===== src/rtl/spindle_cfg.svh =====
`ifndef SPINDLE_CFG_SVH
`define SPINDLE_CFG_SVH

// register byte offsets
`define OFS_CTRL 8'h00
`define OFS_VSET 8'h04
`define OFS_STAT 8'h08
`define OFS_VMEAS 8'h0c
`define OFS_ECC 8'h10
`define OFS_OSC 8'h14

// control register fields
`define CTRL_MODE_LSB 0
`define CTRL_DSPEED 2
`define CTRL_LOW_POWER_SELECT 3
`define CTRL_PWMMD 4
`define CTRL_FLOFF 5
`define CTRL_RANGE_LSB 6
`define CTRL_CAVPWM 8

// reset values
`define CTRL_RESET 32'h0000_0000
`define VSET_RESET 8'he0

// timing
`define CLK_HZ 40000000
`define LOCK_SAMPLE_HZ 460
`define LOCK_SAMPLE_CYC (`CLK_HZ / `LOCK_SAMPLE_HZ)
`define REF_HZ 132300
`define REF_HALF_CYC (`CLK_HZ / (2 * `REF_HZ))
`define LOCK_RUN 8
`define REL_VEL_DIV 32

`endif


===== src/rtl/spindle_pkg.sv =====
package spindle_pkg;
	typedef enum logic [1:0] {
		normal_linear_mode,
		wide_linear_mode,
		angular_velocity_mode,
		osc_control_mode
	} op_mode_e;

	typedef logic [9:0] vel_count_t;
endpackage


===== src/rtl/vel_meas_if.sv =====
`timescale 1ns/100ps
interface vel_meas_if;
	logic use_master_clock;
	logic [9:0] count;
	logic done;

	modport ctrl (output use_master_clock, input count, input done);
	modport meter (input use_master_clock, output count, output done);
endinterface


===== src/rtl/velocity_meter.sv =====
`timescale 1ns/100ps
`include "spindle_cfg.svh"
module velocity_meter #(
	parameter int REF_HALF = `REF_HALF_CYC
) (
	input wire logic clk,
	input wire logic nrst,
	input wire logic external_osc_clock_in,
	input wire logic variable_master_clock,
	vel_meas_if.meter vm
);
	logic [1:0] ext_sync_q, ext_sync_d;
	logic [1:0] mst_sync_q, mst_sync_d;
	logic prev_q, prev_d;
	logic half_q, half_d;
	logic ref_q, ref_d;
	logic [15:0] ref_cnt_q, ref_cnt_d;
	spindle_pkg::vel_count_t acc_q, acc_d, res_q, res_d;
	logic done_q, done_d;
	logic pick;

	// pins are asynchronous: two stages before use
	always_comb begin
		ext_sync_d = {ext_sync_q[0], external_osc_clock_in};
		mst_sync_d = {mst_sync_q[0], variable_master_clock};
		// measured clock: master clock in angular mode, ext osc in wide
		pick = vm.use_master_clock ? mst_sync_q[1] : ext_sync_q[1];
		prev_d = pick;
		half_d = half_q;
		acc_d = acc_q;
		res_d = res_q;
		done_d = 1'b0;
		ref_cnt_d = ref_cnt_q + 16'h0001;
		ref_d = ref_q;
		if (ref_cnt_q == 16'(REF_HALF - 1)) begin
			ref_cnt_d = 16'h0000;
			ref_d = ~ref_q;
		end
		if (ref_q) begin
			// count every second rising edge: half-rate pulses
			if (pick && !prev_q) begin
				half_d = ~half_q;
				if (half_q && acc_q != 10'h3ff)
					acc_d = acc_q + 10'h001;
			end
			if (ref_d == 1'b0) begin
				res_d = acc_d;
				done_d = 1'b1;
			end
		end else begin
			acc_d = 10'h000;
			half_d = 1'b0;
		end
	end

	always_ff @(posedge clk or negedge nrst) begin
		if (!nrst) begin
			ext_sync_q <= 2'h0;
			mst_sync_q <= 2'h0;
			prev_q <= 1'b0;
			half_q <= 1'b0;
			ref_q <= 1'b0;
			ref_cnt_q <= 16'h0000;
			acc_q <= 10'h000;
			res_q <= 10'h000;
			done_q <= 1'b0;
		end else begin
			ext_sync_q <= ext_sync_d;
			mst_sync_q <= mst_sync_d;
			prev_q <= prev_d;
			half_q <= half_d;
			ref_q <= ref_d;
			ref_cnt_q <= ref_cnt_d;
			acc_q <= acc_d;
			res_q <= res_d;
			done_q <= done_d;
		end
	end

	assign vm.count = res_q;
	assign vm.done = done_q;
endmodule


===== src/rtl/disc_spindle_mode_control.sv =====
// What this block does
// - report 10-bit count, speed is (m+1)/32
// - wide mode counts half ext oscillator pulses
// - count 31 normal, 63 double speed
// - normal mode: legacy servo, 150 kHz capture
// - wide mode: loop tracks disc, linear servo
// - low power drops deceleration pulses in wide
// - wide mode drives ternary output only
// - angular speed from setting or pwm input
// - pwm input high kicks, low brakes
// - angular mode counts half master clock pulses
// - angular count 31 normal, 127 quadruple
// - angular mode system timing follows disc
// - oscillator word from range times (256-n)
// - first oscillator ratio 49/24 or 49/16
// - first-stage status three-bit encoding
// - second-stage status three-bit encoding
// - lock flag: eight equal samples at 460 Hz
// - loop-off disables frequency loop
`timescale 1ns/100ps
`include "spindle_cfg.svh"
module disc_spindle_mode_control #(
	parameter int LOCK_SAMPLE_CYC = `LOCK_SAMPLE_CYC
) (
	input wire logic clk,
	input wire logic nrst,
	input wire logic [7:0] s_axi_awaddr,
	input wire logic s_axi_awvalid,
	output logic s_axi_awready,
	input wire logic [31:0] s_axi_wdata,
	input wire logic [3:0] s_axi_wstrb,
	input wire logic s_axi_wvalid,
	output logic s_axi_wready,
	output logic [1:0] s_axi_bresp,
	output logic s_axi_bvalid,
	input wire logic s_axi_bready,
	input wire logic [7:0] s_axi_araddr,
	input wire logic s_axi_arvalid,
	output logic s_axi_arready,
	output logic [31:0] s_axi_rdata,
	output logic [1:0] s_axi_rresp,
	output logic s_axi_rvalid,
	input wire logic s_axi_rready,
	input wire logic external_osc_clock_in,
	input wire logic variable_master_clock,
	input wire logic external_pwm_in,
	input wire logic frame_sync_good,
	input wire logic servo_accel,
	input wire logic servo_decel,
	input wire logic [1:0] c1_corrected,
	input wire logic c1_fail,
	input wire logic c1_pointer,
	input wire logic [2:0] c2_corrected,
	input wire logic c2_fail,
	input wire logic c2_pointer_copy,
	output logic spindle_accel,
	output logic spindle_decel,
	output logic spindle_pwm_active,
	output logic wide_lock_flag,
	output logic freq_loop_off,
	output logic pll_wide_capture,
	output logic pll_track_velocity,
	output logic sys_clock_follow_disc,
	output logic osc_use_setting,
	output logic [9:0] osc_freq_word,
	output logic [5:0] first_osc_num,
	output logic [5:0] first_osc_den,
	output logic [9:0] relative_velocity_count
);
	localparam logic [1:0] RESP_OK = 2'h0;
	localparam logic [1:0] RESP_ERR = 2'h2;

	function automatic logic [2:0] enc_first(input logic [1:0] n,
			input logic fail, input logic ptr);
		// pointer set moves the code into the 1xx half
		if (fail)
			enc_first = 3'h7;
		else if (ptr || n == 2'h2)
			enc_first = {1'b1, n};
		else
			enc_first = {1'b0, n};
	endfunction

	function automatic logic [2:0] enc_second(input logic [2:0] n,
			input logic fail, input logic copy);
		// 101 is never produced
		if (fail)
			enc_second = copy ? 3'h6 : 3'h7;
		else if (n > 3'h4)
			enc_second = 3'h4;
		else
			enc_second = n;
	endfunction

	vel_meas_if vm ();

	velocity_meter u_meter (
		.clk(clk),
		.nrst(nrst),
		.external_osc_clock_in(external_osc_clock_in),
		.variable_master_clock(variable_master_clock),
		.vm(vm)
	);

	// register state
	spindle_pkg::op_mode_e mode_q, mode_d;
	logic [6:0] ctrl_q, ctrl_d;
	logic [7:0] vset_q, vset_d;
	logic [2:0] ecc1_q, ecc1_d, ecc2_q, ecc2_d;
	logic [9:0] vel_q, vel_d;

	// bus state
	logic aw_have_q, aw_have_d, w_have_q, w_have_d;
	logic [7:0] awaddr_q, awaddr_d;
	logic [31:0] wdata_q, wdata_d;
	logic [3:0] wstrb_q, wstrb_d;
	logic bvalid_q, bvalid_d;
	logic [1:0] bresp_q, bresp_d;
	logic rvalid_q, rvalid_d;
	logic [1:0] rresp_q, rresp_d;
	logic [31:0] rdata_q, rdata_d;

	// lock, pin sync and drive state
	logic [1:0] gfs_sync_q, gfs_sync_d;
	logic [1:0] pwm_sync_q, pwm_sync_d;
	logic [16:0] tick_cnt_q, tick_cnt_d;
	logic [3:0] run_q, run_d;
	logic run_level_q, run_level_d;
	logic lock_q, lock_d;
	logic acc_q, acc_d, dec_q, dec_d;
	logic [31:0] rd_word;
	logic rd_ok;
	logic do_write;
	logic [9:0] target;

	assign s_axi_awready = !aw_have_q && !bvalid_q;
	assign s_axi_wready = !w_have_q && !bvalid_q;
	assign s_axi_arready = !rvalid_q;
	assign do_write = aw_have_q && w_have_q && !bvalid_q;
	assign target = 10'h100 - {2'h0, vset_q};

	// read mux
	always_comb begin
		rd_word = 32'h0000_0000;
		rd_ok = 1'b1;
		if (s_axi_araddr == `OFS_CTRL)
			rd_word = {23'h0, ctrl_q[6], ctrl_q[5:0], mode_q};
		else if (s_axi_araddr == `OFS_VSET)
			rd_word = {24'h0, vset_q};
		else if (s_axi_araddr == `OFS_STAT)
			rd_word = {28'h0, mode_q, gfs_sync_q[1], lock_q};
		else if (s_axi_araddr == `OFS_VMEAS)
			rd_word = {22'h0, vel_q};
		else if (s_axi_araddr == `OFS_ECC)
			rd_word = {25'h0, ecc2_q, 1'b0, ecc1_q};
		else if (s_axi_araddr == `OFS_OSC)
			rd_word = {10'h0, first_osc_num, first_osc_den, osc_freq_word};
		else
			rd_ok = 1'b0;
	end

	// bus handshake and register writes
	always_comb begin
		aw_have_d = aw_have_q;
		w_have_d = w_have_q;
		awaddr_d = awaddr_q;
		wdata_d = wdata_q;
		wstrb_d = wstrb_q;
		bvalid_d = bvalid_q;
		bresp_d = bresp_q;
		rvalid_d = rvalid_q;
		rresp_d = rresp_q;
		rdata_d = rdata_q;
		mode_d = mode_q;
		ctrl_d = ctrl_q;
		vset_d = vset_q;
		if (s_axi_awvalid && s_axi_awready) begin
			aw_have_d = 1'b1;
			awaddr_d = s_axi_awaddr;
		end
		if (s_axi_wvalid && s_axi_wready) begin
			w_have_d = 1'b1;
			wdata_d = s_axi_wdata;
			wstrb_d = s_axi_wstrb;
		end
		if (do_write) begin
			aw_have_d = 1'b0;
			w_have_d = 1'b0;
			bvalid_d = 1'b1;
			bresp_d = RESP_OK;
			if (awaddr_q == `OFS_CTRL) begin
				if (wstrb_q[0]) begin
					// only a mode command changes the mode
					mode_d = spindle_pkg::op_mode_e'(
						wdata_q[`CTRL_MODE_LSB +: 2]);
					ctrl_d[5:0] = wdata_q[7:2];
				end
				if (wstrb_q[1])
					ctrl_d[6] = wdata_q[`CTRL_CAVPWM];
			end else if (awaddr_q == `OFS_VSET) begin
				if (wstrb_q[0])
					vset_d = wdata_q[7:0];
			end else if (awaddr_q == `OFS_STAT || awaddr_q == `OFS_VMEAS
					|| awaddr_q == `OFS_ECC || awaddr_q == `OFS_OSC) begin
				bresp_d = RESP_OK;
			end else begin
				bresp_d = RESP_ERR;
			end
		end
		if (bvalid_q && s_axi_bready)
			bvalid_d = 1'b0;
		if (s_axi_arvalid && s_axi_arready) begin
			rvalid_d = 1'b1;
			rdata_d = rd_word;
			rresp_d = rd_ok ? RESP_OK : RESP_ERR;
		end else if (rvalid_q && s_axi_rready) begin
			rvalid_d = 1'b0;
		end
	end

	always_ff @(posedge clk or negedge nrst) begin
		if (!nrst) begin
			aw_have_q <= 1'b0;
			w_have_q <= 1'b0;
			awaddr_q <= 8'h00;
			wdata_q <= 32'h0000_0000;
			wstrb_q <= 4'h0;
			bvalid_q <= 1'b0;
			bresp_q <= 2'h0;
			rvalid_q <= 1'b0;
			rresp_q <= 2'h0;
			rdata_q <= 32'h0000_0000;
			mode_q <= spindle_pkg::normal_linear_mode;
			ctrl_q <= 7'h00;
			vset_q <= `VSET_RESET;
		end else begin
			aw_have_q <= aw_have_d;
			w_have_q <= w_have_d;
			awaddr_q <= awaddr_d;
			wdata_q <= wdata_d;
			wstrb_q <= wstrb_d;
			bvalid_q <= bvalid_d;
			bresp_q <= bresp_d;
			rvalid_q <= rvalid_d;
			rresp_q <= rresp_d;
			rdata_q <= rdata_d;
			mode_q <= mode_d;
			ctrl_q <= ctrl_d;
			vset_q <= vset_d;
		end
	end

	// lock detection, measurement capture, status encoding, drive
	always_comb begin
		gfs_sync_d = {gfs_sync_q[0], frame_sync_good};
		pwm_sync_d = {pwm_sync_q[0], external_pwm_in};
		tick_cnt_d = tick_cnt_q + 17'h00001;
		run_d = run_q;
		run_level_d = run_level_q;
		lock_d = lock_q;
		if (tick_cnt_q == 17'(LOCK_SAMPLE_CYC - 1)) begin
			tick_cnt_d = 17'h00000;
			// count equal samples in a row
			if (gfs_sync_q[1] != run_level_q) begin
				run_level_d = gfs_sync_q[1];
				run_d = 4'h1;
			end else if (run_q != 4'(`LOCK_RUN)) begin
				run_d = run_q + 4'h1;
			end
			if (run_d == 4'(`LOCK_RUN))
				lock_d = run_level_d;
		end
		// the count alone is kept; speed is (m+1)/32 in software
		vel_d = vm.done ? vm.count : vel_q;
		ecc1_d = enc_first(c1_corrected, c1_fail, c1_pointer);
		ecc2_d = enc_second(c2_corrected, c2_fail, c2_pointer_copy);
		acc_d = 1'b0;
		dec_d = 1'b0;
		case (mode_q)
			spindle_pkg::normal_linear_mode: begin
				acc_d = servo_accel;
				dec_d = servo_decel;
			end
			spindle_pkg::wide_linear_mode: begin
				acc_d = servo_accel;
				dec_d = servo_decel && !ctrl_q[`CTRL_LOW_POWER_SELECT - 2];
			end
			spindle_pkg::angular_velocity_mode: begin
				if (ctrl_q[6]) begin
					acc_d = pwm_sync_q[1];
					dec_d = !pwm_sync_q[1];
				end else begin
					// closed loop on measured count against 256-n
					acc_d = vel_q < target;
					dec_d = vel_q > target;
				end
			end
			spindle_pkg::osc_control_mode: begin
				acc_d = servo_accel;
				dec_d = servo_decel;
			end
			default: begin
				acc_d = 1'b0;
				dec_d = 1'b0;
			end
		endcase
	end

	always_ff @(posedge clk or negedge nrst) begin
		if (!nrst) begin
			gfs_sync_q <= 2'h0;
			pwm_sync_q <= 2'h0;
			tick_cnt_q <= 17'h00000;
			run_q <= 4'h0;
			run_level_q <= 1'b0;
			lock_q <= 1'b0;
			vel_q <= 10'h000;
			ecc1_q <= 3'h0;
			ecc2_q <= 3'h0;
			acc_q <= 1'b0;
			dec_q <= 1'b0;
		end else begin
			gfs_sync_q <= gfs_sync_d;
			pwm_sync_q <= pwm_sync_d;
			tick_cnt_q <= tick_cnt_d;
			run_q <= run_d;
			run_level_q <= run_level_d;
			lock_q <= lock_d;
			vel_q <= vel_d;
			ecc1_q <= ecc1_d;
			ecc2_q <= ecc2_d;
			acc_q <= acc_d;
			dec_q <= dec_d;
		end
	end

	// the meter watches the master clock only in angular mode
	assign vm.use_master_clock =
		(mode_q == spindle_pkg::angular_velocity_mode);

	assign s_axi_bvalid = bvalid_q;
	assign s_axi_bresp = bresp_q;
	assign s_axi_rvalid = rvalid_q;
	assign s_axi_rresp = rresp_q;
	assign s_axi_rdata = rdata_q;
	assign spindle_accel = acc_q;
	assign spindle_decel = dec_q;
	// pwm drive is never used in wide mode
	assign spindle_pwm_active = ctrl_q[`CTRL_PWMMD - 2]
		&& (mode_q != spindle_pkg::wide_linear_mode);
	assign wide_lock_flag = lock_q;
	assign freq_loop_off = ctrl_q[`CTRL_FLOFF - 2];
	assign pll_wide_capture = (mode_q != spindle_pkg::normal_linear_mode);
	assign pll_track_velocity = (mode_q == spindle_pkg::wide_linear_mode);
	assign sys_clock_follow_disc =
		(mode_q == spindle_pkg::angular_velocity_mode);
	assign osc_use_setting = (mode_q == spindle_pkg::osc_control_mode);
	// master clock frequency word, range times (256-n), scaled by 1/32
	assign osc_freq_word = 10'(({8'h00, ctrl_q[5:4]} * target) >> 5);
	assign first_osc_num = 6'h31;
	assign first_osc_den = ctrl_q[`CTRL_DSPEED - 2] ? 6'h10 : 6'h18;
	assign relative_velocity_count = vel_q;
endmodule


===== config.mk =====
export PLATFORM = sky130hd
export DESIGN_NAME = disc_spindle_mode_control
export DESIGN_NICKNAME = d
export VERILOG_FILES = /design/src/rtl/spindle_pkg.sv /design/src/rtl/vel_meas_if.sv /design/src/rtl/velocity_meter.sv /design/src/rtl/disc_spindle_mode_control.sv
export VERILOG_INCLUDE_DIRS = /design/src /design/src/rtl
export SDC_FILE = /design/constraint.sdc
export NUM_CORES = 1
export LEC_CHECK = 0
export BUFFER_PORTS_ARGS = -buffer_cell sky130_fd_sc_hd__clkbuf_2
export CAP_MARGIN = 20
export CORE_MARGIN = 2
export CORE_UTILIZATION = 50
export CTS_CLUSTER_SIZE = 10
export DETAILED_ROUTE_END_ITERATION = 10
export GPL_ROUTABILITY_DRIVEN = 0
export MAX_ROUTING_LAYER = met4
export PLACE_DENSITY = 0.74
export SETUP_SLACK_MARGIN = 0.15
export SYNTH_ARGS = -nofsm -noshare
export SYNTH_HDL_FRONTEND = slang
export SYNTH_HIERARCHICAL = 1
export SYNTH_SLANG_ARGS = --single-unit

===== constraint.sdc =====
create_clock -name clk -period 7 [get_ports clk]
set_input_delay 0 -clock clk [delete_from_list [all_inputs] [get_ports clk]]
set_output_delay 0 -clock clk [all_outputs]
set_load 0.02 [all_outputs]

Word level (Yosys, flattened, before mapping)
Index checks and enable logic that the tools add are counted.
{"block": "totals", "reg_bits": 165, "out_inout_bits": 82, "word_cells": 157}
{"block": "op_classes", "add_sub_neg": 5, "multipliers": 1, "order_cmp": 3, "eq_ne": 22, "mux": 49, "n_bitwise": 4, "n_reduce_logical": 39}
{"op": "22-bit 2-to-1 mux", "n": 5}
{"op": "8-bit by 4-bit == test with 1-bit output (second input constant)", "n": 4}
{"op": "8-bit by 5-bit == test with 1-bit output (second input constant)", "n": 4}
{"op": "32-bit 2-to-1 mux", "n": 1}
{"op": "10-bit 2-to-1 mux", "n": 3}
{"op": "1-bit 2-to-1 mux", "n": 24}
{"op": "17-bit by 1-bit adder with 17-bit output (second input constant)", "n": 1}
{"op": "17-bit == test (second input constant)", "n": 1}
{"op": "17-bit 2-to-1 mux", "n": 1}
{"op": "16-bit by 1-bit adder with 16-bit output (second input constant)", "n": 1}
{"op": "16-bit by 8-bit == test with 1-bit output (second input constant)", "n": 1}
{"op": "8-bit by 3-bit == test with 1-bit output (second input constant)", "n": 2}
{"op": "8-bit logical NOT", "n": 2}
{"op": "16-bit 2-to-1 mux", "n": 1}
{"op": "4-bit 2-to-1 mux", "n": 4}
{"op": "1-bit logical AND", "n": 13}
{"op": "3-bit 2-to-1 mux", "n": 4}
{"op": "10-bit by 1-bit adder with 10-bit output (second input constant)", "n": 1}
{"op": "10-bit greater-than comparator", "n": 1}
{"op": "10-bit < comparator", "n": 1}
{"op": "2-bit by 10-bit multiplier with 10-bit output", "n": 1}
{"op": "10-bit != test (second input constant)", "n": 1}
{"op": "2-bit nonzero test", "n": 5}
{"op": "9-bit by 8-bit subtractor with 10-bit output (first input constant)", "n": 1}
{"op": "21 further kinds", "n": 40}

Longest topological paths before layout
Gate-level depths: netlist of the first run.
{"block": "depth", "depth_word": 8, "depth_mapped": 13, "ltp_nobuf": 13}

Cells and area by module
The synthesis of the first run kept the hierarchy.
{"module": "disc_spindle_mode_control", "n_inst": 1, "cells_each": 531, "area_per_inst_um2": 5432.7}
{"module": "velocity_meter", "n_inst": 1, "cells_each": 177, "area_per_inst_um2": 1930.6}

Worst setup path after synthesis of the first run
No wires, ideal clock.
{"block": "synth_timing", "path_type": "flip-flop to flip-flop", "from": "reg vset_q[2]", "to": "reg rdata_q[4] (netlist: s_axi_rdata[4])", "setup_time_ps": 129, "arrival_ps": 2627, "required_ps": 6871, "setup_slack_ps": 4243, "stages_incl_launch_ff": 13, "path_buffers": 0, "period_less_slack_ps": 2757, "path_cell_list": "dfrtp_1 -> nor2_1 -> nand3_1 -> nor4_1 -> xnor2_1 -> inv_1 -> nor2_1 -> ha_1 -> a21o_1 -> a41o_1 -> a21oi_1 -> xor2_1 -> o41a_1"}
{"block": "synth_via", "elab_chain_len": 8}
{"element": "from (decl)", "line_no": "disc_spindle_mode_control.sv:108", "rtl": "logic [7:0] vset_q, vset_d;"}
{"element": "from (signal assigned)", "line_no": "disc_spindle_mode_control.sv:235", "rtl": "vset_q <= `VSET_RESET;"}
{"element": "from (signal assigned)", "line_no": "disc_spindle_mode_control.sv:249", "rtl": "vset_q <= vset_d;"}
{"element": "9-bit by 8-bit subtractor with 10-bit output", "line_no": "disc_spindle_mode_control.sv:140", "rtl": "assign target = 10'h100 - {2'h0, vset_q};"}
{"element": "2-bit by 10-bit multiplier with 10-bit output", "line_no": "disc_spindle_mode_control.sv:359", "rtl": "assign osc_freq_word = 10'(({8'h00, ctrl_q[5:4]} * target) >> 5);"}
{"element": "via osc_freq_word[4]", "line_no": "disc_spindle_mode_control.sv:65", "rtl": "output logic [9:0] osc_freq_word,"}
{"element": "22-bit 2-to-1 mux", "line_no": "disc_spindle_mode_control.sv:156", "rtl": "else if (s_axi_araddr == `OFS_OSC)"}
{"element": "22-bit 2-to-1 mux", "line_no": "disc_spindle_mode_control.sv:154", "rtl": "else if (s_axi_araddr == `OFS_ECC)"}
{"element": "22-bit 2-to-1 mux", "line_no": "disc_spindle_mode_control.sv:152", "rtl": "else if (s_axi_araddr == `OFS_VMEAS)"}
{"element": "22-bit 2-to-1 mux", "line_no": "disc_spindle_mode_control.sv:150", "rtl": "else if (s_axi_araddr == `OFS_STAT)"}
{"element": "22-bit 2-to-1 mux", "line_no": "disc_spindle_mode_control.sv:148", "rtl": "else if (s_axi_araddr == `OFS_VSET)"}
{"element": "32-bit 2-to-1 mux", "line_no": "disc_spindle_mode_control.sv:146", "rtl": "if (s_axi_araddr == `OFS_CTRL)"}
{"element": "to (signal assigned)", "line_no": "disc_spindle_mode_control.sv:246", "rtl": "rdata_q <= rdata_d;"}
{"element": "to (decl)", "line_no": "disc_spindle_mode_control.sv:121", "rtl": "logic [31:0] rdata_q, rdata_d;"}
The timed path passes the listed nets, and every way through them passes these cells.
A chain may end at the register's enable or synchronous reset.

Final worst setup path of the first run
{"block": "layout_timing", "from": "reg vset_q[2]", "to": "out osc_freq_word[4]"}
{"block": "layout_via", "elab_chain_len": 2}
{"element": "9-bit by 8-bit subtractor with 10-bit output", "line_no": "disc_spindle_mode_control.sv:140"}
{"element": "2-bit by 10-bit multiplier with 10-bit output", "line_no": "disc_spindle_mode_control.sv:359"}
{"element": "to (decl)", "line_no": "disc_spindle_mode_control.sv:65"}
Every way passes these cells.

==> impl_metrics.csv, run 1 <==
group,metric,value,unit
critical_path,worst_setup_path_startpoint,"vset_q[2]",
synth,yosys_warnings,6,
critical_path,crit_arrival,3.12,ns
timing,max_clock_freq,321,MHz
timing,final_period_minus_worst_setup_slack,3.12,ns
synth,netlist_area,7360,um2
final_layout,layout_commonest_cell,"sky130_fd_sc_hd__dfrtp_1",
detailed_routing,ant_nets,0,
floorplanning,fp.dieArea,15700,um2
synth,postSynth.topFlopCell,"sky130_fd_sc_hd__dfrtp_1",
cts,clockBufferDepth,2,
critical_path,worst-r2r-setup-slack,4.02,ns
power_and_ir_drop,power.ir.vdd_worst,259,uV
timing,worst_tran_pin_value,0.938,ns
critical_path,reg2reg_from,"vset_q[2]",
final_layout,design.final.nets,945,
timing,skew,0.00591,ns
place,place_area,7860,um2
cts,cts-resized-gates,0,
grt,antenna_found_initial,0,
floorplanning,rows,44,
floorplanning,initial_utilization,50.9,%
grt,gr-usage-all-layers,21.2,%
critical_path,worstSetupStartpointType,"flop",
critical_path,crit_path_end,"osc_freq_word[4]",
final_layout,layout_common_cells,"140 x sky130_fd_sc_hd__dfrtp_1, 94 x sky130_fd_sc_hd__clkbuf_2, 61 x sky130_fd_sc_hd__nor2_1, 57 x sky130_fd_sc_hd__nand2_1, 51 x sky130_fd_sc_hd__mux2_2",
cts,cts_setup_buffers,0,
timing,timing.final.hold_violations,0,
floorplanning,die_h,125,um
detailed_routing,drt_pass1_iterations,5,
run_status,outcome,"completed",
timing,slew_headroom,37.0,%
synth,ys_top_cells_by_area,"sky130_fd_sc_hd__dfrtp_1 48%, sky130_fd_sc_hd__mux2_2 7.8%, sky130_fd_sc_hd__ha_1 5.3%",
final_layout,finish.instance_area,8750,um2
power_and_ir_drop,total_leakage_power,0.00419,uW
critical_path,reg2reg_depth,10,
floorplanning,coreArea,14500,um2
synth,yosysSeqAreaShare,48.6,%
timing,finalCritPeriodShare,44.5,%
min_path,holdCritPathClass,"in -> reg",
final_layout,synthToLayoutAreaGrowth,18.9,%
timing,rsz_0062_raised_after_global_routing,"no",
cts,ctsRootBufferMaster,"sky130_fd_sc_hd__clkbuf_16",
final_layout,n_antenna_cell,0,
critical_path,timing.critical_path.fanout_max,6,
critical_path,path_buf_inv,2,
critical_path,crit_path_end_kind,"output pin",
place,pre_cts_slack,4.02,ns
floorplanning,chipWidth,125,um
detailed_routing,detail_route.wl_per_cell,14.6,um
detailed_routing,final_wirelength,15.2,mm
grt,vias_in_the_first_global_route,5304,
critical_path,max_incr_delay_on_cp,0.44,ns
floorplanning,floorplan.io_pins,156,
synth,synth.distinct_cells,65,
cts,clkSlewWorstSetupHoldPaths,0.05,ns
detailed_routing,via_count,5446,
timing,finalSetupTns,0,ns
final_layout,utilization_after_layout,60.5,%
final_layout,fillCellCount,1228,
critical_path,timing.critical_path.depth,12,
synth,async_set_or_reset_register_ratio_after_synthesis,100,%
grt,wire_length_of_the_first_global_routing_pass,26.1,mm
synth,synth_cells,708,
critical_path,crit_chain,"nor2_1, nand3_1, nor4_1, xnor2_1, inv_1, nor2_1, ha_1, a21o_1, a41o_1, a21oi_1, xor2_1, clkbuf_2",
timing,finalSetupViolations,0,
synth,synth-edff-count,0,
cts,clock_insertion_delay_worst_skew,0.42,ns
synth,synthesized_area_divided_by_synthesized_cell_count,10.4,um2
critical_path,crit_top_cell,"sky130_fd_sc_hd__nor2_1",
power_and_ir_drop,power_density,252,nW/um2
cts,cts_tree,"built",
grt,pin_count_of_the_biggest_net_entering_global_routing,79,
place,io_buffer_count,95,
critical_path,worst_path_dominant_cell_family,"simple AND/OR/NAND/NOR gates",
synth,yosys.area.top_type,"sky130_fd_sc_hd__dfrtp_1",
timing,smallest_hold_slack,0.0695,ns
critical_path,timing.setup.critical_path_class,"reg -> out",
detailed_routing,dr.first_iter.drc_count,303,
flow_run,max_cap_viol_count,0,
final_layout,fraction_of_final_layout_cells_with_drive_strength_greater_than_1,22.4,%
timing,final-max-slew-violation-count,0,
detailed_routing,drcViolationCount,0,
cts,cts-htree-levels,4,
detailed_routing,routed_via_density,5.26,
grt,grt_remaining_overflow,0,
critical_path,crit_required,7.00,ns
synth,synthDominantCellAreaShare,47.6,%
critical_path,critical_path.slowest_cell,"sky130_fd_sc_hd__dfrtp_1",
synth,synth.ff_latch_count,143,
timing,timing.final.ws_setup,3.88,ns
cts,cts-buffers-inserted,17,
critical_path,worst_r2r_endpoint,"spindle_decel",
place,hpwlAfterDp,10.8,mm
cts,clock_sink_count,143,
[metrics by stage]
stage               cells  total power (uW)
detailed placement    966              1420
finish               1035              2210
CTS                  1035              2220
global placement      966              1410
global route         1035              2330
floorplan             741              1310
[how the worst min path moves through the flow]
| stage | endpoint | from | slack, ns | depth (start not counted) |
|---|---|---|---|---|
| global placement | u_meter/ext_sync_q[0] | nrst | 0.03 | 1 |
| finish | s_axi_rdata[1] | s_axi_arvalid | 0.07 | 3 |
| CTS | s_axi_rdata[1] | s_axi_arvalid | 0.06 | 3 |
| floorplan | aw_have_q | nrst | -0.30 | 0 |
| detailed placement | u_meter/ext_sync_q[0] | nrst | 0.04 | 1 |
| global route | s_axi_rdata[1] | s_axi_arvalid | 0.09 | 3 |
[area by class of cell]
class | count | area [um2] | area share, %
Sequential cell | 143 | 3580 | 40.9
Multi-Input combinational cell | 502 | 3400 | 38.8
Timing Repair Buffer | 135 | 880 | 10.0
Clock buffer | 23 | 468 | 5.35
Tap cell | 184 | 230 | 2.63
Inverter | 41 | 154 | 1.76
Clock inverter | 7 | 40.0 | 0.457
[state kept, by name (all words and copies together) (netlist names), 9 cells and up]
signal,count
tick_cnt_q,17
u_meter/ref_cnt_q,16
s_axi_rdata,12
relative_velocity_count,10
u_meter/acc_q,10
u_meter/vm.count,10
wdata_q,9
[Yosys cell counts (4+ instances only)]
cell,instances
sky130_fd_sc_hd__and2_1,13
sky130_fd_sc_hd__a21oi_1,20
sky130_fd_sc_hd__nand2_1,57
sky130_fd_sc_hd__o22ai_1,5
sky130_fd_sc_hd__clkbuf_1,16
sky130_fd_sc_hd__or2_2,5
sky130_fd_sc_hd__nor3_1,16
sky130_fd_sc_hd__inv_1,40
sky130_fd_sc_hd__nor2_1,61
sky130_fd_sc_hd__mux2_2,51
sky130_fd_sc_hd__nor2b_1,8
sky130_fd_sc_hd__a21o_1,7
sky130_fd_sc_hd__xor2_1,18
sky130_fd_sc_hd__nand3_1,22
sky130_fd_sc_hd__ha_1,31
sky130_fd_sc_hd__o31ai_1,4
sky130_fd_sc_hd__or3_1,4
sky130_fd_sc_hd__buf_4,38
sky130_fd_sc_hd__nand2b_1,4
sky130_fd_sc_hd__a31oi_1,7
sky130_fd_sc_hd__xnor2_1,22
sky130_fd_sc_hd__nand4_1,10
sky130_fd_sc_hd__nor4_1,4
sky130_fd_sc_hd__mux2i_1,7
sky130_fd_sc_hd__and3_1,8
sky130_fd_sc_hd__o21ai_0,34
sky130_fd_sc_hd__dfrtp_1,140
[cell families (layout without fill, tap and decap cells)]
logic type / after synthesis / count (layout) / synth area share (%)
buffers and inverters: 96 / 206 / 6.85
AND/OR/NAND/NOR: 235 / 235 / 16.1
adder cells (fa/ha/maj): 31 / 31 / 5.27
other: 2 / 35 / 0.102
multiplexers: 62 / 62 / 9.70
AO/OA/AOI/OAI: 99 / 99 / 8.55
flip-flops: 143 / 143 / 48.6
XOR/XNOR: 40 / 40 / 4.76
[what timing repair did]
| action | CTS | global route |
|---|---|---|
| setup endpoints to repair | 0 | 0 |
| hold endpoints to repair | 98 | 0 |
| hold buffers | 39 | 0 |
[tightest hold or removal path, stage by stage]
cell	delay, ns
sky130_fd_sc_hd__clkbuf_2	0.09
sky130_fd_sc_hd__nor2b_1	0.16
sky130_fd_sc_hd__o211a_1	0.20
[routing by layer]
metal,share of wire [%],up-vias,GRT usage (%)
met5,0,-,-
met4,1.8,0,7.32
met3,5.2,23,5.31
met2,47,152,31.8
met1,46,2611,28.4
li1,-,2660,-
[power by group]
group / switching [uW] / internal, uW
Combinational: 237 / 193
Clock: 316 / 463
Sequential: 75.4 / 921
Total: 629 / 1580
Note: power is estimated with default switching activity, not from simulation.
==> inputs of run 2 (changes only) <==
Settings changed: PLACE_DENSITY 0.74 to 0.77.
Clock period 7 ns to 2.53 ns, I/O delays scaled along.
==> impl_metrics.csv, run 2 (synthesis results as in run 1) <==
group,metric,value,unit
power_and_ir_drop,power_density,715,nW/um2
critical_path,crit_chain,"buf_4, buf_4, xnor2_2, inv_2, nor2_1, ha_1, inv_1, o211ai_1, a41o_1, a21oi_2, xor2_2, buf_4, buf_8",
floorplanning,chipWidth,125,um
detailed_routing,ant_nets,0,
flow_run,max_cap_viol_count,0,
grt,antenna_found_initial,0,
cts,cts-htree-levels,4,
floorplanning,rows,44,
grt,pin_count_of_the_biggest_net_entering_global_routing,73,
final_layout,layout_commonest_cell,"sky130_fd_sc_hd__dfrtp_1",
cts,cts_tree,"built",
detailed_routing,drt_pass1_iterations,5,
detailed_routing,drcViolationCount,0,
floorplanning,fp.dieArea,15700,um2
final_layout,fraction_of_final_layout_cells_with_drive_strength_greater_than_1,29.7,%
floorplanning,die_h,125,um
timing,slew_headroom,55.5,%
cts,clock_sink_count,143,
timing,skew,0.00740,ns
final_layout,n_antenna_cell,0,
critical_path,worst_path_dominant_cell_family,"buffers and inverters",
critical_path,crit_path_end_kind,"output pin",
cts,clkSlewWorstSetupHoldPaths,0.06,ns
grt,grt_remaining_overflow,0,
final_layout,largest-register,"tick_cnt_q",
detailed_routing,routed_via_density,5.35,
run_status,outcome,"finished, violations left",
final_layout,synthToLayoutAreaGrowth,27.4,%
place,dp.cells,991,
floorplanning,floorplan.io_pins,156,
critical_path,timing.critical_path.depth,13,
critical_path,timing.critical_path.fanout_max,3,
timing,timing.final.hold_violations,0,
final_layout,stdcell_count,1075,
timing,finalSetupViolations,9,
grt,wire_length_of_the_first_global_routing_pass,28.0,mm
critical_path,timing.setup.critical_path_class,"reg -> out",
grt,vias_in_the_first_global_route,5753,
timing,final-max-slew-violation-count,0,
power_and_ir_drop,power.ir.vdd_worst,522,uV
timing,final_period_minus_worst_setup_slack,2.91,ns
final_layout,largest_register_ffs,17,
cts,cts-buffers-inserted,17,
critical_path,crit_top_cell,"sky130_fd_sc_hd__buf_4",
critical_path,worst-r2r-setup-slack,-0.27,ns
min_path,holdCritPathClass,"in -> reg",
critical_path,crit_arrival,2.91,ns
critical_path,worstSetupStartpointType,"flop",
critical_path,max_incr_delay_on_cp,0.41,ns
detailed_routing,detail_route.wl_per_cell,15.9,um
power_and_ir_drop,total_leakage_power,0.00449,uW
power_and_ir_drop,fin_total_pwr,6710,uW
critical_path,critical_path.slowest_cell,"sky130_fd_sc_hd__dfrtp_1",
floorplanning,coreArea,14500,um2
critical_path,crit_required,2.53,ns
timing,finalCritPeriodShare,115,%
place,hpwlAfterDp,11.5,mm
detailed_routing,via_count,5755,
detailed_routing,dr.first_iter.drc_count,453,
critical_path,reg2reg_depth,13,
place,io_buffer_count,95,
floorplanning,initial_utilization,50.9,%
run_status,failed_checks,"setup timing",
final_layout,layout_common_cells,"140 x sky130_fd_sc_hd__dfrtp_1, 89 x sky130_fd_sc_hd__clkbuf_2, 57 x sky130_fd_sc_hd__nand2_1, 55 x sky130_fd_sc_hd__nor2_1, 51 x sky130_fd_sc_hd__mux2_2",
cts,clockBufferDepth,2,
place,pre_cts_slack,-0.116,ns
detailed_routing,final_wirelength,17.1,mm
grt,gr-usage-all-layers,22.9,%
min_path,hold-path-cell-count,4,
critical_path,path_buf_inv,6,
timing,max_clock_freq,344,MHz
cts,ctsRootBufferMaster,"sky130_fd_sc_hd__clkbuf_16",
timing,smallest_hold_slack,0.127,ns
timing,rsz_0062_raised_after_global_routing,"yes",
final_layout,design.final.nets,983,
timing,timing.final.ws_setup,-0.379,ns
cts,clock_insertion_delay_worst_skew,0.42,ns
timing,worst_tran_pin_value,0.668,ns
## run 2: power breakdown
group | internal (uW) | switching, uW
registers | 2550 | 216
logic | 758 | 804
clock network | 1480 | 901
total | 4780 | 1920
## run 2: worst reg2reg max path: cells and delay by family (launching register included)
family | cells | cell delay, ns
AO/OA/AOI/OAI | 4 | 1.01
buffers and inverters | 5 | 0.61
flip-flops | 1 | 0.41
XOR/XNOR | 2 | 0.29
adder cells (fa/ha/maj) | 1 | 0.25
AND/OR/NAND/NOR | 1 | 0.12
## run 2: final cells by class
| class | count | area (um2) |
|---|---|---|
| repair buffers | 173 | 1220 |
| well taps | 184 | 230 |
| fillers | 1128 | 5100 |
| inverters | 41 | 154 |
| flip-flops and latches | 143 | 3580 |
| clock inverters | 5 | 52.6 |
| clock buffers | 27 | 513 |
| multi-input cells | 502 | 3630 |
## run 2: what timing repair did
action / in CTS / in global routing
gates cloned: 0 / 0
pin swaps: 14 / 16
hold buffers: 40 / 0
hold endpoints to repair: 104 / 0
endpoints found under the setup margin: 11 / 12
buffers inserted: 6 / 6
gates resized for setup: 20 / 29
## run 2: final timing paths
check | endpoint | from
worst max-delay path | osc_freq_word[4] | vset_q[2]
worst min-delay path | s_axi_rdata[1] | s_axi_araddr[1]
worst max register to register | s_axi_rdata[4] | vset_q[2]
worst min register to register | gfs_sync_q[1] | gfs_sync_q[0]
max in group asynchronous | vset_q[5] | nrst
min in group asynchronous | u_meter/ref_cnt_q[0] | nrst
## run 2: per-layer routing
layer | up-vias | wire length, um | track usage, %
met3 | 26 | 874 | 4.66
met5 | - | 0 | -
met1 | 2813 | 7340 | 29.3
li1 | 2732 | - | -
met4 | 0 | 363 | 8.17
met2 | 184 | 8530 | 36.6
## run 2: stage by stage
stage,setup TNS (ns),cell area (um2),util [%]
after floorplan,-0.109,7540,-
after detailed placement,-0.302,8110,56.0
final,-1.74,9380,64.8
after CTS,-1.35,9220,63.7
after global routing,-3.07,9380,64.8
after global placement,-0.0714,8110,56.0
==> inputs of run 3 (changes only) <==
Settings changed: BUFFER_PORTS_ARGS -buffer_cell sky130_fd_sc_hd__clkbuf_2 to -buffer_cell sky130_fd_sc_hd__buf_2.
==> impl_metrics.csv, run 3 (synthesis results as in run 1) <==
group,metric,value,unit
detailed_routing,routed_via_density,5.27,
detailed_routing,m1WireLength,7.21,mm
critical_path,timing.setup.critical_path_class,"reg -> out",
critical_path,crit_chain,"nor2_4, buf_6, buf_6, nand4_1, xnor2_2, and2_4, ha_4, buf_4, a41o_1, a21oi_2, xor2_2, buf_4, buf_6",
timing,timing.final.hold_violations,0,
detailed_routing,ant_nets,0,
place,io_buffer_count,95,
detailed_routing,via_count,5624,
final_layout,utilization_after_layout,64.2,%
power_and_ir_drop,clock_power_share,34.6,%
critical_path,reg2reg_depth,14,
grt,vias_in_the_first_global_route,5688,
final_layout,largest-register,"tick_cnt_q",
grt,pin_count_of_the_biggest_net_entering_global_routing,86,
cts,clock_insertion_delay_worst_skew,0.42,ns
detailed_routing,route.met3.wl,871,um
critical_path,critical_path.slowest_cell,"sky130_fd_sc_hd__dfrtp_1",
grt,grt_remaining_overflow,0,
grt,gr-usage-all-layers,22.5,%
floorplanning,floorplan.io_pins,156,
critical_path,crit_required,2.53,ns
timing,skew,0.0126,ns
cts,cts_tree,"built",
min_path,worst_hold_startpoint,"s_axi_araddr[4]",
timing,slew_headroom,48.5,%
detailed_routing,drt_pass1_iterations,5,
final_layout,fraction_of_final_layout_cells_with_drive_strength_greater_than_1,28.8,%
run_status,failed_checks,"setup timing",
timing,finalSetupViolations,8,
cts,cts-buffers-inserted,17,
power_and_ir_drop,power_density,718,nW/um2
critical_path,crit_top_cell,"sky130_fd_sc_hd__buf_6",
timing,final-max-slew-violation-count,0,
grt,wire_length_of_the_first_global_routing_pass,27.4,mm
cts,clock_sink_count,143,
power_and_ir_drop,total_leakage_power,0.00450,uW
min_path,holdCritPathClass,"in -> reg",
critical_path,worst-r2r-setup-slack,-0.24,ns
critical_path,worst_r2r_endpoint,"spindle_decel",
power_and_ir_drop,p_sw,1940,uW
floorplanning,initial_utilization,50.9,%
critical_path,reg2reg_from,"vset_q[2]",
timing,rsz_0062_raised_after_global_routing,"yes",
floorplanning,coreArea,14500,um2
run_status,outcome,"finished, violations left",
flow_run,max_cap_viol_count,0,
floorplanning,fp.dieArea,15700,um2
min_path,hold-path-cell-count,3,
floorplanning,chipWidth,125,um
timing,worst_tran_pin_value,0.772,ns
critical_path,crit_arrival,2.92,ns
detailed_routing,routed.top_layer,"met4",
power_and_ir_drop,power.share.switching,29.1,%
place,dp.cells,989,
floorplanning,die_h,125,um
grt,antenna_found_initial,0,
final_layout,largest_register_ffs,17,
floorplanning,rows,44,
final_layout,layout_common_cells,"140 x sky130_fd_sc_hd__dfrtp_1, 89 x sky130_fd_sc_hd__buf_2, 57 x sky130_fd_sc_hd__nor2_1, 56 x sky130_fd_sc_hd__nand2_1, 51 x sky130_fd_sc_hd__mux2_2",
power_and_ir_drop,power_frac_seq,41.3,%
cts,ctsRootBufferMaster,"sky130_fd_sc_hd__clkbuf_16",
final_layout,stdcell_count,1068,
detailed_routing,drcViolationCount,0,
critical_path,crit_path_end_kind,"output pin",
critical_path,worstSetupStartpointType,"flop",
timing,finalCritPeriodShare,116,%
detailed_routing,dr.first_iter.drc_count,350,
final_layout,finish.instance_area,9300,um2
timing,final_period_minus_worst_setup_slack,2.92,ns
timing,finalSetupTns,-1.75,ns
cts,cts-htree-levels,4,
detailed_routing,met2_length,8.11,mm
final_layout,layout_commonest_cell,"sky130_fd_sc_hd__dfrtp_1",
final_layout,synthToLayoutAreaGrowth,26.3,%
power_and_ir_drop,combinationalPowerShare,24.1,%
timing,timing.final.ws_setup,-0.395,ns
critical_path,max_incr_delay_on_cp,0.41,ns
final_layout,design.final.nets,977,
place,hpwlAfterDp,11.3,mm
cts,clockBufferDepth,2,
power_and_ir_drop,power.ir.vdd_worst,674,uV
detailed_routing,detail_route.wl_per_cell,15.6,um
detailed_routing,final_wirelength,16.6,mm
timing,max_clock_freq,342,MHz
place,place_area,8090,um2
critical_path,timing.critical_path.fanout_max,2,
min_path,hold_path_end,"s_axi_rdata[20]",
final_layout,n_antenna_cell,0,
cts,clkSlewWorstSetupHoldPaths,0.05,ns
power_and_ir_drop,internal-power,4730,uW
[run 3: cell types whose count changed in the layout (fill, tap and decap cells not counted), moves of 3 or more]
cell                       change
sky130_fd_sc_hd__buf_6         +5
sky130_fd_sc_hd__clkbuf_2     -89
sky130_fd_sc_hd__buf_4         -7
sky130_fd_sc_hd__inv_2         -3
sky130_fd_sc_hd__clkbuf_8      -5
sky130_fd_sc_hd__buf_2        +89
sky130_fd_sc_hd__clkbuf_1      -3
sky130_fd_sc_hd__inv_1         +3
[run 3: repair_timing]
| action | 4_1_cts | 5_1_grt |
|---|---|---|
| setup buffers | 9 | 0 |
| pin swaps | 18 | 6 |
| hold endpoints to repair | 117 | 0 |
| gates resized for setup | 27 | 15 |
| cloned | 0 | 0 |
| hold buffers | 39 | 0 |
| setup endpoints to repair | 11 | 12 |
[run 3: worst max-delay path by stage]
stage | slack [ns] | end | depth (start not counted) | start
3_3_place_gp | -0.07 | s_axi_rdata[4] | 13 | vset_q[1]
6_report | -0.39 | osc_freq_word[4] | 13 | vset_q[2]
2_1_floorplan | -0.11 | s_axi_rdata[4] | 12 | vset_q[2]
5_1_grt | -0.56 | osc_freq_word[4] | 14 | vset_q[2]
4_1_cts | -0.36 | osc_freq_word[4] | 13 | vset_q[2]
3_5_place_dp | -0.16 | s_axi_rdata[4] | 12 | vset_q[2]
[run 3: area by class of cell]
class / instances / area (um2)
Fill cell: 1142 / 5180
Multi-Input combinational cell: 502 / 3620
Sequential cell: 143 / 3580
Timing Repair Buffer: 167 / 1170
Clock buffer: 21 / 460
Tap cell: 184 / 230
Inverter: 41 / 154
Clock inverter: 10 / 88.8
[run 3: power groups by stage]
stage / Clock [uW] / Combinational (uW) / Sequential [uW]
detailed placement: 0 / 1260 / 2790
CTS: 2360 / 1540 / 2750
finish: 2310 / 1610 / 2760
global route: 2480 / 1750 / 2790
floorplan: 0 / 877 / 2760
global placement: 0 / 1220 / 2770
[run 3: per-layer routing]
layer,vias up,GRT usage (%)
li1,2712,-
met1,2689,27.9
met2,182,35.3
met3,41,5.69
met4,0,9.22
met5,-,-
[run 3: worst max-delay path, delay by kind of cell (launching register included)]
| kind | cells | cell delay [ns] |
|---|---|---|
| and+or+nand+nor | 3 | 0.51 |
| adders and majority gates | 1 | 0.23 |
| xor gates and xnor gates | 2 | 0.35 |
| buffers and inverters | 5 | 0.56 |
| DFF | 1 | 0.41 |
| AOI/OAI and AO/OA | 2 | 0.43 |
[run 3: metrics by stage]
stage                     total power (uW)  hold slack, ns  worst slack [ns]
after floorplan                       3630          -0.296            -0.109
after global placement                3990           0.109           -0.0655
after detailed placement              4040           0.109            -0.164
after CTS                             6650          0.0959            -0.357
after global routing                  7020           0.127            -0.555
final                                 6680           0.104            -0.395
